## src/mftal_pkg.sv

```systemverilog
`default_nettype none
package mftal_pkg;

  // clock and timebase
  localparam int unsigned CLK_PERIOD_NS = 8;              // core_clk period
  localparam int unsigned TENTH_NS      = 100_000_000;    // one tenth of a second in ns
  localparam int unsigned TICK_CYCLES   = TENTH_NS / CLK_PERIOD_NS;
  localparam int unsigned TICK_W        = 24;             // width of the tenths divider

  // data widths
  localparam int unsigned CUR_W  = 16;                    // current in 0.1 A units
  localparam int unsigned PCT_W  = 7;                     // percent settings, 0 means off
  localparam int unsigned DLY_W  = 12;                    // delays in tenths of a second
  localparam int unsigned VOLT_W = 9;                     // control voltage in volts
  localparam int unsigned CMP_W  = 24;                    // scaled comparison width

  // scaling constants
  localparam logic [PCT_W-1:0] PCT_SCALE   = 7'h64;       // 100 percent
  localparam logic [PCT_W-1:0] STALL_SCALE = 7'h0A;       // stall level in tenths of x full load
  localparam logic [PCT_W-1:0] SENS_SCALE  = 7'h0A;       // whole amps to 0.1 A units
  localparam logic [PCT_W-1:0] LEVEL_OFF   = 7'h00;       // level code meaning off

  // undervoltage figures
  localparam logic [VOLT_W-1:0] DROP_120_V    = 9'h055;   // 85 V
  localparam logic [VOLT_W-1:0] DROP_240_V    = 9'h0AA;   // 170 V
  localparam logic [DLY_W-1:0]  QUICK_TENTHS  = 12'h002;  // 0.2 s immediate restart limit
  localparam logic [DLY_W-1:0]  WINDOW_TENTHS = 12'h02D;  // 4.5 s window restart limit
  localparam logic [DLY_W-1:0]  DLY_MAX       = 12'hFFF;  // saturation of the outage count

  // delay timer channels
  localparam int unsigned N_TMR     = 5;
  localparam int unsigned T_GF_TRIP = 0;
  localparam int unsigned T_GF_ALM  = 1;
  localparam int unsigned T_STALL   = 2;
  localparam int unsigned T_UC_TRIP = 3;
  localparam int unsigned T_UC_ALM  = 4;

  // undervoltage supervisor states
  typedef enum logic [3:0] {
    UV_NORMAL = 4'b0001,
    UV_DROP   = 4'b0010,
    UV_WAIT   = 4'b0100,
    UV_LOCK   = 4'b1000
  } mftal_uv_e;

  // motor mode states
  typedef enum logic [2:0] {
    MOT_STOP  = 3'b001,
    MOT_START = 3'b010,
    MOT_RUN   = 3'b100
  } mftal_mot_e;

endpackage
`default_nettype wire

```

## src/mftal_dly_if.sv

```systemverilog
`timescale 1ns/100ps
`default_nettype none
interface mftal_dly_if;
  logic                           cond;   // condition to be timed
  logic [mftal_pkg::DLY_W-1:0]    delay;  // delay setting in tenths
  logic                           done;   // condition held for the full delay

  modport timer (input cond, input delay, output done);
  modport ctrl  (output cond, output delay, input done);
endinterface
`default_nettype wire

```

## src/mftal_delay_timer.sv

```systemverilog
`timescale 1ns/100ps
`default_nettype none
module mftal_delay_timer (
  input  wire logic         core_clk,  // system clock
  input  wire logic         sys_rst,   // synchronous reset, high
  input  wire logic         tick,      // one-cycle tenths enable
  mftal_dly_if.timer        dly        // condition, delay and result
);

  logic [mftal_pkg::DLY_W-1:0] count_r;
  logic [mftal_pkg::DLY_W-1:0] prev_delay_r;
  logic                        done_r;
  logic                        restart;
  logic                        expired;

  // a lapse of the condition or a new setting starts timing afresh
  assign restart = !dly.cond || (dly.delay != prev_delay_r);
  assign expired = count_r >= dly.delay;
  assign dly.done = done_r;

  // count tenths while the condition holds without a break
  always_ff @(posedge core_clk) begin
    if (sys_rst) begin
      count_r      <= '0;
      prev_delay_r <= '0;
      done_r       <= 1'b0;
    end else begin
      prev_delay_r <= dly.delay;
      if (restart) begin
        count_r <= '0;
        done_r  <= 1'b0;
      end else if (expired) begin
        done_r  <= 1'b1;
      end else if (tick) begin
        count_r <= count_r + 1'b1;
      end
    end
  end

endmodule // mftal_delay_timer
`default_nettype wire

```

## src/mftal_top.sv

```systemverilog
`timescale 1ns/100ps
`default_nettype none
module mftal_top #(
  parameter int unsigned TICK_CYCLES = mftal_pkg::TICK_CYCLES  // cycles per tenth of a second
) (
  input  wire logic                          core_clk,        // 125 MHz system clock
  input  wire logic                          sys_rst,         // synchronous reset, high
  input  wire logic [mftal_pkg::CUR_W-1:0]   phase_current,   // running current, 0.1 A units
  input  wire logic [mftal_pkg::CUR_W-1:0]   ground_current,  // ground leakage, 0.1 A units
  input  wire logic [mftal_pkg::VOLT_W-1:0]  control_volts,   // control voltage in volts
  input  wire logic [mftal_pkg::CUR_W-1:0]   full_load_current_setting, // 0.1 A units
  input  wire logic                          gf_sensitive,    // high: sensitive ground sensor
  input  wire logic [mftal_pkg::PCT_W-1:0]   gf_trip_level,   // percent or amps, 0 off
  input  wire logic [mftal_pkg::DLY_W-1:0]   gf_trip_delay,   // tenths, 0-20
  input  wire logic [mftal_pkg::PCT_W-1:0]   gf_alarm_level,  // percent or amps, 0 off
  input  wire logic [mftal_pkg::DLY_W-1:0]   gf_alarm_delay,  // tenths, 10-600
  input  wire logic [mftal_pkg::PCT_W-1:0]   stall_level,     // tenths of x full load, 0 off
  input  wire logic [mftal_pkg::DLY_W-1:0]   stall_delay,     // tenths, 5-50
  input  wire logic [mftal_pkg::PCT_W-1:0]   uc_trip_level,   // percent, 0 off
  input  wire logic [mftal_pkg::DLY_W-1:0]   uc_trip_delay,   // tenths, 10-600
  input  wire logic [mftal_pkg::PCT_W-1:0]   uc_alarm_level,  // percent, 0 off
  input  wire logic [mftal_pkg::DLY_W-1:0]   uc_alarm_delay,  // tenths, 10-600
  input  wire logic [mftal_pkg::PCT_W-1:0]   load_incr_level, // percent, 0 off
  input  wire logic                          aux_is_alarm,    // aux relay assigned to alarms
  input  wire logic                          volt_sel_240,    // high: 240 V control supply
  input  wire logic                          uv_restart_en,   // undervoltage restart enabled
  input  wire logic                          window_limited_restart, // high: 4.5 s window
  input  wire logic [mftal_pkg::DLY_W-1:0]   restart_delay,   // tenths, 2-3000
  input  wire logic                          run_req_a,       // starter asks for contactor a
  input  wire logic                          run_req_b,       // starter asks for contactor b
  input  wire logic                          trip_reset,      // one-cycle clear of latched trips
  output var  logic                          contactor_a_r,   // contactor a drive
  output var  logic                          contactor_b_r,   // contactor b drive
  output var  logic                          gf_trip_r,       // latched ground fault trip
  output var  logic                          stall_trip_r,    // latched stalled rotor trip
  output var  logic                          uc_trip_r,       // latched undercurrent trip
  output var  logic                          gf_alarm_r,      // ground fault alarm
  output var  logic                          uc_alarm_r,      // undercurrent alarm
  output var  logic                          aux_relay_r,     // load increase relay
  output var  logic                          motor_starting_r, // motor in start mode
  output var  logic                          uv_dropped_r     // contactors held off by voltage
);

  localparam logic [mftal_pkg::TICK_W-1:0] TICK_LAST = mftal_pkg::TICK_W'(TICK_CYCLES - 1);

  logic [mftal_pkg::TICK_W-1:0] tick_cnt_r;
  logic                         tick_r;
  mftal_pkg::mftal_mot_e        mot_r;
  mftal_pkg::mftal_mot_e        mot_nxt;
  mftal_pkg::mftal_uv_e         uv_r;
  mftal_pkg::mftal_uv_e         uv_nxt;
  logic [mftal_pkg::DLY_W-1:0]  out_cnt_r;
  logic [mftal_pkg::DLY_W-1:0]  out_cnt_nxt;
  logic [mftal_pkg::N_TMR-1:0]  tmr_cond;
  logic [mftal_pkg::DLY_W-1:0]  tmr_delay [mftal_pkg::N_TMR];
  logic [mftal_pkg::N_TMR-1:0]  tmr_done;

  // tenths of a second timebase
  logic tick_hit;
  assign tick_hit = (tick_cnt_r == TICK_LAST);
  always_ff @(posedge core_clk) begin
    if (sys_rst) begin
      tick_cnt_r <= '0;
      tick_r     <= 1'b0;
    end else begin
      tick_r     <= tick_hit;
      tick_cnt_r <= tick_hit ? '0 : tick_cnt_r + 1'b1;
    end
  end

  // scaled quantities: current x100 against full load x percent
  logic [mftal_pkg::CMP_W-1:0] cur_x100;
  logic [mftal_pkg::CMP_W-1:0] cur_x10;
  logic [mftal_pkg::CMP_W-1:0] gnd_x100;
  logic [mftal_pkg::CMP_W-1:0] gnd_x1;
  logic [mftal_pkg::CMP_W-1:0] flc_x1;
  assign gnd_x1   = mftal_pkg::CMP_W'(ground_current);
  assign flc_x1   = mftal_pkg::CMP_W'(full_load_current_setting);
  assign cur_x100 = mftal_pkg::CMP_W'(phase_current) * mftal_pkg::CMP_W'(mftal_pkg::PCT_SCALE);
  assign cur_x10  = mftal_pkg::CMP_W'(phase_current) * mftal_pkg::CMP_W'(mftal_pkg::STALL_SCALE);
  assign gnd_x100 = gnd_x1 * mftal_pkg::CMP_W'(mftal_pkg::PCT_SCALE);

  // full load scaled by each level; sensitive ground levels in 0.1 A units
  logic [mftal_pkg::CMP_W-1:0] gf_trip_flc;
  logic [mftal_pkg::CMP_W-1:0] gf_alarm_flc;
  logic [mftal_pkg::CMP_W-1:0] stall_flc;
  logic [mftal_pkg::CMP_W-1:0] uc_trip_flc;
  logic [mftal_pkg::CMP_W-1:0] uc_alarm_flc;
  logic [mftal_pkg::CMP_W-1:0] load_incr_flc;
  logic [mftal_pkg::CMP_W-1:0] gf_trip_amps;
  logic [mftal_pkg::CMP_W-1:0] gf_alarm_amps;
  assign gf_trip_flc   = flc_x1 * mftal_pkg::CMP_W'(gf_trip_level);
  assign gf_alarm_flc  = flc_x1 * mftal_pkg::CMP_W'(gf_alarm_level);
  assign stall_flc     = flc_x1 * mftal_pkg::CMP_W'(stall_level);
  assign uc_trip_flc   = flc_x1 * mftal_pkg::CMP_W'(uc_trip_level);
  assign uc_alarm_flc  = flc_x1 * mftal_pkg::CMP_W'(uc_alarm_level);
  assign load_incr_flc = flc_x1 * mftal_pkg::CMP_W'(load_incr_level);
  assign gf_trip_amps  = mftal_pkg::CMP_W'(gf_trip_level) * mftal_pkg::CMP_W'(mftal_pkg::SENS_SCALE);
  assign gf_alarm_amps = mftal_pkg::CMP_W'(gf_alarm_level) * mftal_pkg::CMP_W'(mftal_pkg::SENS_SCALE);

  // ground leakage against percent of full load or sensitive amps
  logic gf_trip_over;
  logic gf_alarm_over;
  assign gf_trip_over  = gf_sensitive ? (gnd_x1 > gf_trip_amps) : (gnd_x100 > gf_trip_flc);
  assign gf_alarm_over = gf_sensitive ? (gnd_x1 > gf_alarm_amps) : (gnd_x100 > gf_alarm_flc);

  // detections; a zero level switches the function and its delay off
  logic is_running;
  logic gf_trip_det;
  logic gf_alarm_det;
  logic stall_det;
  logic uc_trip_det;
  logic uc_alarm_det;
  logic load_incr_det;
  assign is_running    = (mot_r == mftal_pkg::MOT_RUN);
  assign gf_trip_det   = (gf_trip_level != mftal_pkg::LEVEL_OFF) && gf_trip_over;
  assign gf_alarm_det  = (gf_alarm_level != mftal_pkg::LEVEL_OFF) && gf_alarm_over;
  assign stall_det     = (stall_level != mftal_pkg::LEVEL_OFF) && is_running
                         && (cur_x10 > stall_flc);
  assign uc_trip_det   = (uc_trip_level != mftal_pkg::LEVEL_OFF) && is_running
                         && (cur_x100 < uc_trip_flc);
  assign uc_alarm_det  = (uc_alarm_level != mftal_pkg::LEVEL_OFF) && is_running
                         && (cur_x100 < uc_alarm_flc);
  assign load_incr_det = (load_incr_level != mftal_pkg::LEVEL_OFF)
                         && (cur_x100 > load_incr_flc);

  // timer channel inputs
  assign tmr_cond[mftal_pkg::T_GF_TRIP]  = gf_trip_det;
  assign tmr_cond[mftal_pkg::T_GF_ALM]   = gf_alarm_det;
  assign tmr_cond[mftal_pkg::T_STALL]    = stall_det;
  assign tmr_cond[mftal_pkg::T_UC_TRIP]  = uc_trip_det;
  assign tmr_cond[mftal_pkg::T_UC_ALM]   = uc_alarm_det;
  assign tmr_delay[mftal_pkg::T_GF_TRIP] = gf_trip_delay;
  assign tmr_delay[mftal_pkg::T_GF_ALM]  = gf_alarm_delay;
  assign tmr_delay[mftal_pkg::T_STALL]   = stall_delay;
  assign tmr_delay[mftal_pkg::T_UC_TRIP] = uc_trip_delay;
  assign tmr_delay[mftal_pkg::T_UC_ALM]  = uc_alarm_delay;

  // one delay timer per protection channel
  genvar gi;
  generate
    for (gi = 0; gi < mftal_pkg::N_TMR; gi++) begin : g_tmr
      mftal_dly_if dly ();
      assign dly.cond     = tmr_cond[gi];
      assign dly.delay    = tmr_delay[gi];
      assign tmr_done[gi] = dly.done;
      mftal_delay_timer u_tmr (
        .core_clk (core_clk),
        .sys_rst  (sys_rst),
        .tick     (tick_r),
        .dly      (dly)
      );
    end
  endgenerate

  // motor mode from current against full load
  always_comb begin
    mot_nxt = mot_r;
    case (mot_r)
      mftal_pkg::MOT_STOP: begin
        if (phase_current > full_load_current_setting)
          mot_nxt = mftal_pkg::MOT_START;
        else if (phase_current != '0)
          mot_nxt = mftal_pkg::MOT_RUN;
      end
      mftal_pkg::MOT_START: begin
        if (phase_current == '0)
          mot_nxt = mftal_pkg::MOT_STOP;
        else if (mftal_pkg::CMP_W'(phase_current) < flc_x1)
          mot_nxt = mftal_pkg::MOT_RUN;
      end
      mftal_pkg::MOT_RUN: begin
        if (phase_current == '0)
          mot_nxt = mftal_pkg::MOT_STOP;
      end
      default: mot_nxt = mftal_pkg::MOT_STOP;
    endcase
  end

  // undervoltage supervisor
  logic [mftal_pkg::VOLT_W-1:0] drop_volts;
  logic                         volt_low;
  logic                         quick_back;
  logic                         past_window;
  logic [mftal_pkg::DLY_W-1:0]  out_cnt_inc;
  logic                         restart_due;
  assign restart_due = out_cnt_r >= restart_delay;
  assign drop_volts  = volt_sel_240 ? mftal_pkg::DROP_240_V : mftal_pkg::DROP_120_V;
  assign volt_low    = control_volts < drop_volts;
  assign quick_back  = out_cnt_r <= mftal_pkg::QUICK_TENTHS;
  assign past_window = out_cnt_r >= mftal_pkg::WINDOW_TENTHS;
  assign out_cnt_inc = (tick_r && out_cnt_r != mftal_pkg::DLY_MAX) ? out_cnt_r + 1'b1 : out_cnt_r;

  always_comb begin
    uv_nxt      = uv_r;
    out_cnt_nxt = out_cnt_inc;
    case (uv_r)
      mftal_pkg::UV_NORMAL: begin
        out_cnt_nxt = '0;
        if (volt_low)
          uv_nxt = mftal_pkg::UV_DROP;
      end
      mftal_pkg::UV_DROP: begin
        if (!uv_restart_en)
          uv_nxt = mftal_pkg::UV_LOCK;
        else if (!volt_low) begin
          if (quick_back)
            uv_nxt = mftal_pkg::UV_NORMAL;
          else if (window_limited_restart && past_window)
            uv_nxt = mftal_pkg::UV_LOCK;
          else
            uv_nxt = mftal_pkg::UV_WAIT;
        end
      end
      mftal_pkg::UV_WAIT: begin
        if (volt_low) begin
          uv_nxt      = mftal_pkg::UV_DROP;
          out_cnt_nxt = '0;
        end else if (restart_due)
          uv_nxt = mftal_pkg::UV_NORMAL;
      end
      mftal_pkg::UV_LOCK: begin
        out_cnt_nxt = '0;
        if (!volt_low && !run_req_a && !run_req_b)
          uv_nxt = mftal_pkg::UV_NORMAL;
      end
      default: uv_nxt = mftal_pkg::UV_NORMAL;
    endcase
  end

  // state registers
  always_ff @(posedge core_clk) begin
    if (sys_rst) begin
      mot_r     <= mftal_pkg::MOT_STOP;
      uv_r      <= mftal_pkg::UV_NORMAL;
      out_cnt_r <= '0;
    end else begin
      mot_r     <= mot_nxt;
      uv_r      <= uv_nxt;
      out_cnt_r <= out_cnt_nxt;
    end
  end

  // latched trips; a new trip wins over a reset in the same cycle
  logic any_trip;
  assign any_trip = gf_trip_r || stall_trip_r || uc_trip_r;

  always_ff @(posedge core_clk) begin
    if (sys_rst) begin
      gf_trip_r    <= 1'b0;
      stall_trip_r <= 1'b0;
      uc_trip_r    <= 1'b0;
    end else begin
      gf_trip_r    <= tmr_done[mftal_pkg::T_GF_TRIP] || (gf_trip_r && !trip_reset);
      stall_trip_r <= tmr_done[mftal_pkg::T_STALL]   || (stall_trip_r && !trip_reset);
      uc_trip_r    <= tmr_done[mftal_pkg::T_UC_TRIP] || (uc_trip_r && !trip_reset);
    end
  end

  // alarms, relays and contactor drive
  always_ff @(posedge core_clk) begin
    if (sys_rst) begin
      gf_alarm_r       <= 1'b0;
      uc_alarm_r       <= 1'b0;
      aux_relay_r      <= 1'b0;
      contactor_a_r    <= 1'b0;
      contactor_b_r    <= 1'b0;
      motor_starting_r <= 1'b0;
      uv_dropped_r     <= 1'b0;
    end else begin
      gf_alarm_r       <= tmr_done[mftal_pkg::T_GF_ALM];
      uc_alarm_r       <= tmr_done[mftal_pkg::T_UC_ALM];
      aux_relay_r      <= aux_is_alarm && load_incr_det;
      contactor_a_r    <= run_req_a && !any_trip && (uv_nxt == mftal_pkg::UV_NORMAL);
      contactor_b_r    <= run_req_b && !any_trip && (uv_nxt == mftal_pkg::UV_NORMAL);
      motor_starting_r <= (mot_nxt == mftal_pkg::MOT_START);
      uv_dropped_r     <= (uv_nxt != mftal_pkg::UV_NORMAL);
    end
  end

endmodule // mftal_top
`default_nettype wire

```

## config.mk

```make
export PLATFORM = sky130hd
export DESIGN_NAME = mftal_top
export DESIGN_NICKNAME = d
export VERILOG_FILES = /design/src/mftal_pkg.sv /design/src/mftal_dly_if.sv /design/src/mftal_delay_timer.sv /design/src/mftal_top.sv
export SDC_FILE = /design/constraint.sdc
export NUM_CORES = 2
export LEC_CHECK = 0
export BUFFER_PORTS_ARGS = -buffer_cell sky130_fd_sc_hd__clkbuf_2
export CORE_MARGIN = 2
export CORE_UTILIZATION = 50
export DETAILED_ROUTE_END_ITERATION = 8
export PLACE_DENSITY = 0.67
export RECOVER_POWER = 50
export SLEW_MARGIN = 20
export SYNTH_ARGS = -nofsm -noshare
export SYNTH_HDL_FRONTEND = slang
export SYNTH_SLANG_ARGS = --single-unit
```

## constraint.sdc

```tcl
create_clock -name core_clk -period 19 [get_ports core_clk]
set_input_delay 1.9 -clock core_clk [delete_from_list [all_inputs] [get_ports core_clk]]
set_output_delay 1.9 -clock core_clk [all_outputs]
set_load 0.02 [all_outputs]
```

Word-level counts from Yosys, hierarchy flattened

Cells that the tools add are included.

Add/subtract/negate cells: 7
Bitwise gates (word level): 5
$mul: 11
Reduce and logical (&&, ||, !) cells: 61
Multiplexer cells: 21
Equal/unequal tests: 17
$lt $le $gt $ge: 19

Operator list:

| cell                                               | count |
|---|---|
| multiplier 16 x 7 -> 23 bit                        | 6 |
| adder 12 x 1 -> 12 bit, second input constant      | 6 |
| >= comparator 12 bit                               | 6 |
| greater-than comparator 23 bit                     | 3 |
| != test 12 bit                                     | 5 |
| < comparator 23 bit                                | 2 |
| multiplier 16 x 5 -> 21 bit, second input constant | 2 |
| nonzero test 7 bit                                 | 6 |
| greater-than comparator 16 x 11 -> 1 bit           | 2 |
| two-way mux 4 bit                                  | 8 |
| adder 24 x 1 -> 24 bit, second input constant      | 1 |
| == test 24 bit, second input constant              | 1 |
| two-way mux 12 bit                                 | 2 |
| one-hot mux 12 bit (2 select lines)                | 1 |
| greater-than comparator 20 x 23 -> 1 bit           | 1 |
| logical AND 1 bit                                  | 21 |
| multiplier 7 x 3 -> 10 bit, second input constant  | 2 |
| multiplier 16 x 3 -> 19 bit, second input constant | 1 |
| greater-than comparator 16 bit                     | 1 |
| logical NOT 16 bit                                 | 1 |
| < comparator 16 bit                                | 1 |
| one-hot mux 4 bit (4 select lines)                 | 1 |
| nonzero test 16 bit                                | 1 |
| two-way mux 3 bit                                  | 5 |
| 20 further kinds                                   | 55 |

Logic and storage cells: 171
Bits in registers: 179
Input bits: 181
Output and inout bits: 10

Logic depth before layout (Yosys ltp)

Depth in word-level cells: 9
Depth in mapped cells: 31
Gate-level depth less buffers: 28

Cells and area by module

Synthesis repeated with hierarchy kept, for this count alone.

Cell total of the unflattened synthesis: 4653
Area total of the unflattened synthesis: 38993.6 um^2

By module, submodules not included:

| module            | instances | sequential area each (um^2) | area an instance (um^2) | cells an instance |
|---|---|---|---|---|
| mftal_top         | 1         | 1081.0                      | 32012.0                 | 3893 |
| mftal_delay_timer | 5         | 500.5                       | 1396.3                  | 152 |

Worst setup path before layout

OpenSTA, ideal clock, no wires.

Path kind: input -> register
From: in full_load_current_setting[0] (netlist name)
To: reg g_tmr[0].u_tmr.count_r[10] (netlist name)
Required time: 18883 ps
Stages on the path: 27
Data arrival time: 8195 ps
Slack: 10687 ps
Library setup time: 117 ps
Path buffers: 3
Cell sequence: clkbuf_1 -> clkbuf_1 -> nand2_1 -> fa_1 -> fa_1 -> inv_1 -> fa_1 -> inv_1 -> fa_1 -> inv_1 -> ha_1 -> a21oi_1 -> o22ai_2 -> o41ai_4 -> o21ai_2 -> o41a_1 -> a41o_1 -> o41a_1 -> xnor2_1 -> ha_1 -> nand4_1 -> nor2_1 -> a41oi_1 -> o311a_1 -> o31ai_1 -> buf_2 -> nor2_1

Longest elaborated chain between the ends: 7

Ends and longest elaborated chain:

| item                           | RTL line                | RTL |
|---|---|---|
| start, declared                | mftal_top.sv:11         | `input wire logic [mftal_pkg::CUR_W-1:0] full_load_current_setting,` |
| multiplier 16 x 7 -> 23 bit    | mftal_top.sv:92         | `assign gf_trip_flc = flc_x1 * mftal_pkg::CMP_W'(gf_trip_level);` |
| greater-than comparator 23 bit | mftal_top.sv:104        | `assign gf_trip_over = gf_sensitive ? (gnd_x1 > gf_trip_amps) : (gnd_x100 > gf_trip_flc);` |
| two-way mux 1 bit              | mftal_top.sv:104        |  |
| logical AND 1 bit              | mftal_top.sv:116        | `assign gf_trip_det = (gf_trip_level != mftal_pkg::LEVEL_OFF) && gf_trip_over;` |
| logical NOT 1 bit              | mftal_delay_timer.sv:17 | `assign restart = !dly.cond \|\| (dly.delay != prev_delay_r);` |
| logical OR 1 bit               | mftal_delay_timer.sv:17 |  |
| OR reduction 2 bit (no line)   | -                       |  |
| end signal, assigned           | mftal_delay_timer.sv:35 | `count_r <= count_r + 1'b1;` |
| end, declared                  | mftal_delay_timer.sv:10 | `logic [mftal_pkg::DLY_W-1:0] count_r;` |

Every way passes these cells.
A chain may end at the register's enable or synchronous reset.

Worst setup path after layout

From: in full_load_current_setting[7] (netlist name)
To: reg g_tmr[1].u_tmr.count_r[7] (netlist name)

Longest elaborated chain between the ends: 7

Ends and longest elaborated chain:

| item                           | RTL line                | RTL |
|---|---|---|
| multiplier 16 x 7 -> 23 bit    | mftal_top.sv:93         | `assign gf_alarm_flc = flc_x1 * mftal_pkg::CMP_W'(gf_alarm_level);` |
| greater-than comparator 23 bit | mftal_top.sv:105        | `assign gf_alarm_over = gf_sensitive ? (gnd_x1 > gf_alarm_amps) : (gnd_x100 > gf_alarm_flc);` |
| two-way mux 1 bit              | mftal_top.sv:105        |  |
| logical AND 1 bit              | mftal_top.sv:117        | `assign gf_alarm_det = (gf_alarm_level != mftal_pkg::LEVEL_OFF) && gf_alarm_over;` |
| logical NOT 1 bit              | mftal_delay_timer.sv:17 |  |
| logical OR 1 bit               | mftal_delay_timer.sv:17 |  |
| OR reduction 2 bit (no line)   | -                       |  |
| end signal, assigned           | mftal_delay_timer.sv:35 |  |
| end, declared                  | mftal_delay_timer.sv:10 |  |

Every way passes these cells.

==> metrics.md <==
| Metric | Value |
|---|---|
| Post_cts resized | `0` |
| Placed cells | `5,720` |
| Synth Flop Type | `dfxtp_1` |
| Crit share post-route | `a little under half` |
| Die Area | `79,000 um2` |
| Share of cells above drive strength 1 | `under 10%` |
| Type of origin of the critical path | `input port` |
| CTS clk-pin slew, worst paths | `approximately 80 ps` |
| Capturing element type of the critical path | `flop` |
| Status | `complete, but fails checks` |
| Final Non-Filler Cells | `roughly 5,800` |
| Final net count | `between 5,000 and 6,000` |
| Vias | `around 31,000` |
| Setup violators final | `0` |
| Die Y | `281 um` |
| Largest net degree at the start of global routing | `51` |
| Num CTS Buffers | `17` |
| Fin Clk Skew | `19.4 ps` |
| Comb pwr share | `between 80% and 90%` |
| Top Ports | `191` |
| Ys async rst share | `0%` |
| Syn avg cell area | `roughly 8.3 um2` |
| Gate Count Post-Synth | `approximately 4,600` |
| Post-synth EDFFs | `0` |
| Final Max Tran Viols | `51` |
| Slew headroom | `-79.4%` |
| Final hold vios | `0` |
| GRT overflow | `0` |
| Dpl hpwl | `~75 mm` |
| Failing checks | `capacitance limit, slew limit` |
| Switching power | `2.10 mW` |
| RePlAce Congestion | `about 0.88` |
| Core Footprint | `approximately 76,000 um2` |
| Max Clk Rate | `between 100 and 150 MHz` |
| H-tree Lvls | `4` |
| CTS sink cnt | `179` |
| TNS Setup | `0 ps` |
| Worst skew pair latency | `about 460 ps` |
| Gr usage total | `between 20 and 30%` |
| Max Cap Viol | `1` |
| Most common cell after layout, fill and taps aside | `inv_1` |
| Net count after synthesis | `between 5,000 and 6,000` |
| Most frequent cells in the layout | `inv_1 (815), ha_1 (662), fa_1 (439)` |
| Number of vias per cell | `between 5 and 6` |
| Worst Path Arrival | `between 9000 and 10,000 ps` |
| Worst-path fanout max | `41` |
| Routed WL | `between 90 and 100 mm` |
| Layout Area Growth over Synthesis | `6.58%` |
| Max Buffers Root-to-Sink | `2` |
| Synth unique cells | `around 90` |
| Slew @ Worst Pin | `2690 ps` |
| Power per cell area | `around 100 nW/um2` |
| Total of warnings raised by yosys | `0` |
| Worst hold path class | `reg -> reg` |
| P_leak | `about 21 nW` |
| TritonCTS clock tree | `yes` |
| Root Driver | `clkbuf_16` |
| DRT iter0 DRCs | `approximately 1,600` |
| Wire per inst | `approximately 17 um` |
| Vias in the first global route | `slightly above 30,000` |
| Maximum vdd drop | `0.0000754 V` |
| FF+latch count, synth | `179` |
| Initial core utilization | `approximately 51%` |
| Synth Cell Area | `between 30,000 and 40,000 um2` |
| Port bufs | `190` |
| Hold_buf cts | `0` |
| First-pass GRT wire length | `approximately 160 mm` |
| Number of remaining DRC errors | `0` |
| Router iterations before antenna repair | `5` |
| CP Data Required Time | `19,290 ps` |
| Part of the power in registers | `9.5%` |
| Final Critical Period | `approximately 9100 ps` |
| Switch share | `roughly 50%` |
| Initial antenna violation count | `5` |
| Row count | `101` |
| ANT nets after route | `0` |
| Postcts setup bufs | `0` |
| Sequential share of the synthesized area | `a little under a tenth` |
| Setup repair after global routing missed its margin | `false` |
| Critical path class | `in -> reg` |
| Die Wd | `about 280 um` |
| Clock power share | `under 10%` |
| P_int | `around 2.0 mW` |
-- Yosys cell counts (all sizes together) (6+ instances only) --
library cell | number | area, um2
dfxtp | 179 | 3580
clkbuf | 126 | 473
or3 | 17 | 111
nor3 | 63 | 320
nor2 | 295 | 1110
o41ai | 10 | 151
nand2b | 32 | 200
o21bai | 21 | 158
a2111oi | 10 | 138
or4 | 9 | 67.6
a21o | 92 | 691
inv | 815 | 3060
nand3 | 78 | 395
nor2b | 43 | 269
and4 | 6 | 52.6
o211ai | 20 | 155
o21ai | 117 | 593
ha | 662 | 8280
xnor2 | 148 | 1300
o31ai | 14 | 105
o31a | 7 | 61.3
a211oi | 32 | 255
a41oi | 6 | 67.6
or2 | 8 | 50.1
mux2i | 6 | 60.1
nand3b | 10 | 75.1
buf | 12 | 57.6
xor2 | 145 | 1270
a21boi | 9 | 67.6
nor4 | 30 | 188
nand2 | 424 | 1590
and2 | 340 | 2130
a21oi | 175 | 883
o2111ai | 10 | 87.6
o21a | 41 | 308
a31oi | 9 | 56.3
nand4 | 58 | 363
fa | 439 | 8790
and3 | 22 | 139
-- critical path, stage by stage --
cell	delay (ps)
clkbuf_2	80
buf_4	450
inv_1	170
nor2_1	170
fa_1	460
fa_1	480
fa_1	540
inv_1	50
fa_1	520
inv_1	40
ha_1	360
a2111oi_0	390
o21ai_1	160
a41oi_1	330
o21ai_1	170
a211oi_1	260
o21bai_1	120
a211oi_2	250
a21oi_1	110
xnor2_1	140
ha_1	290
a21o_1	160
a21oi_1	120
o21ai_0	120
a2111oi_0	320
a211oi_1	270
o21ai_1	810
nor2_1	100
-- final timing paths --
check / cells past startpoint / start / end / slack, ps
worst max-delay path: 28 / full_load_current_setting[7] / g_tmr[1].u_tmr.count_r[7] / 9910
worst min-delay path: 1 / tick_cnt_r[0] / tick_cnt_r[0] / 440
worst max register to register: 9 / mot_r[2] / g_tmr[4].u_tmr.count_r[11] / 15970
worst min register to register: 1 / tick_cnt_r[0] / tick_cnt_r[0] / 440
-- stage by stage --
stage	total power, mW	cell area, um2	setup WS (ps)	hold WS, ps	utilization, %
after floorplan	3.02	38400	10690	413	-
after global placement	3.69	40300	9680	426	53.1
after detailed placement	3.74	40300	9470	431	53.1
after CTS	4.15	40900	9930	442	53.9
after global routing	4.68	40900	9380	455	53.8
final	4.14	40900	9910	442	53.9
-- kinds of logic after synthesis --
family          after synthesis  share of synthesized area [%]
compound gates              622                           11.1
xor+xnor                    293                           6.69
fa+ha+maj                  1101                           44.5
buf+inv                     953                           9.35
flops                       179                           9.34
mux                           7                          0.186
simple gates               1452                           18.8
-- layout make-up --
class                   count  area, um2
diodes                      1       2.50
inverters                 815       3060
clock inverters            13        160
flip-flops and latches    179       3580
fillers                  7307      35000
well taps                1030       1290
repair buffers            221       1160
clock buffers              19        443
multi-input cells        3475      31200
-- state kept, by name (all words and copies together), names as in the netlist --
signal and count:
aux_relay_r 1, contactor_a_r 1, contactor_b_r 1, g_tmr.u_tmr.count_r 60, g_tmr.u_tmr.dly.done 5, g_tmr.u_tmr.prev_delay_r 60, gf_alarm_r 1, gf_trip_r 1
mot_r 3, motor_starting_r 1, out_cnt_r 12, stall_trip_r 1, tick_cnt_r 24, tick_r 1, uc_alarm_r 1, uc_trip_r 1
uv_dropped_r 1, uv_r 4
-- per-layer routing --
layer  global-route usage (%)  share of wire (%)
met1                     36.6                 49
met2                     40.7                 44
met3                     2.84                5.0
met4                     5.05                1.9
met5                        0              0.050
-- power by group through the flow --
stage                     Combinational [mW]  Sequential (mW)  Clock [mW]
after floorplan                         2.61            0.404           0
after global placement                  3.29            0.403           0
after detailed placement                3.34            0.404           0
after CTS                               3.37            0.395       0.387
after global routing                    3.88            0.397       0.400
final                                   3.37            0.395       0.375
Note: power is estimated with default switching activity, not from simulation.
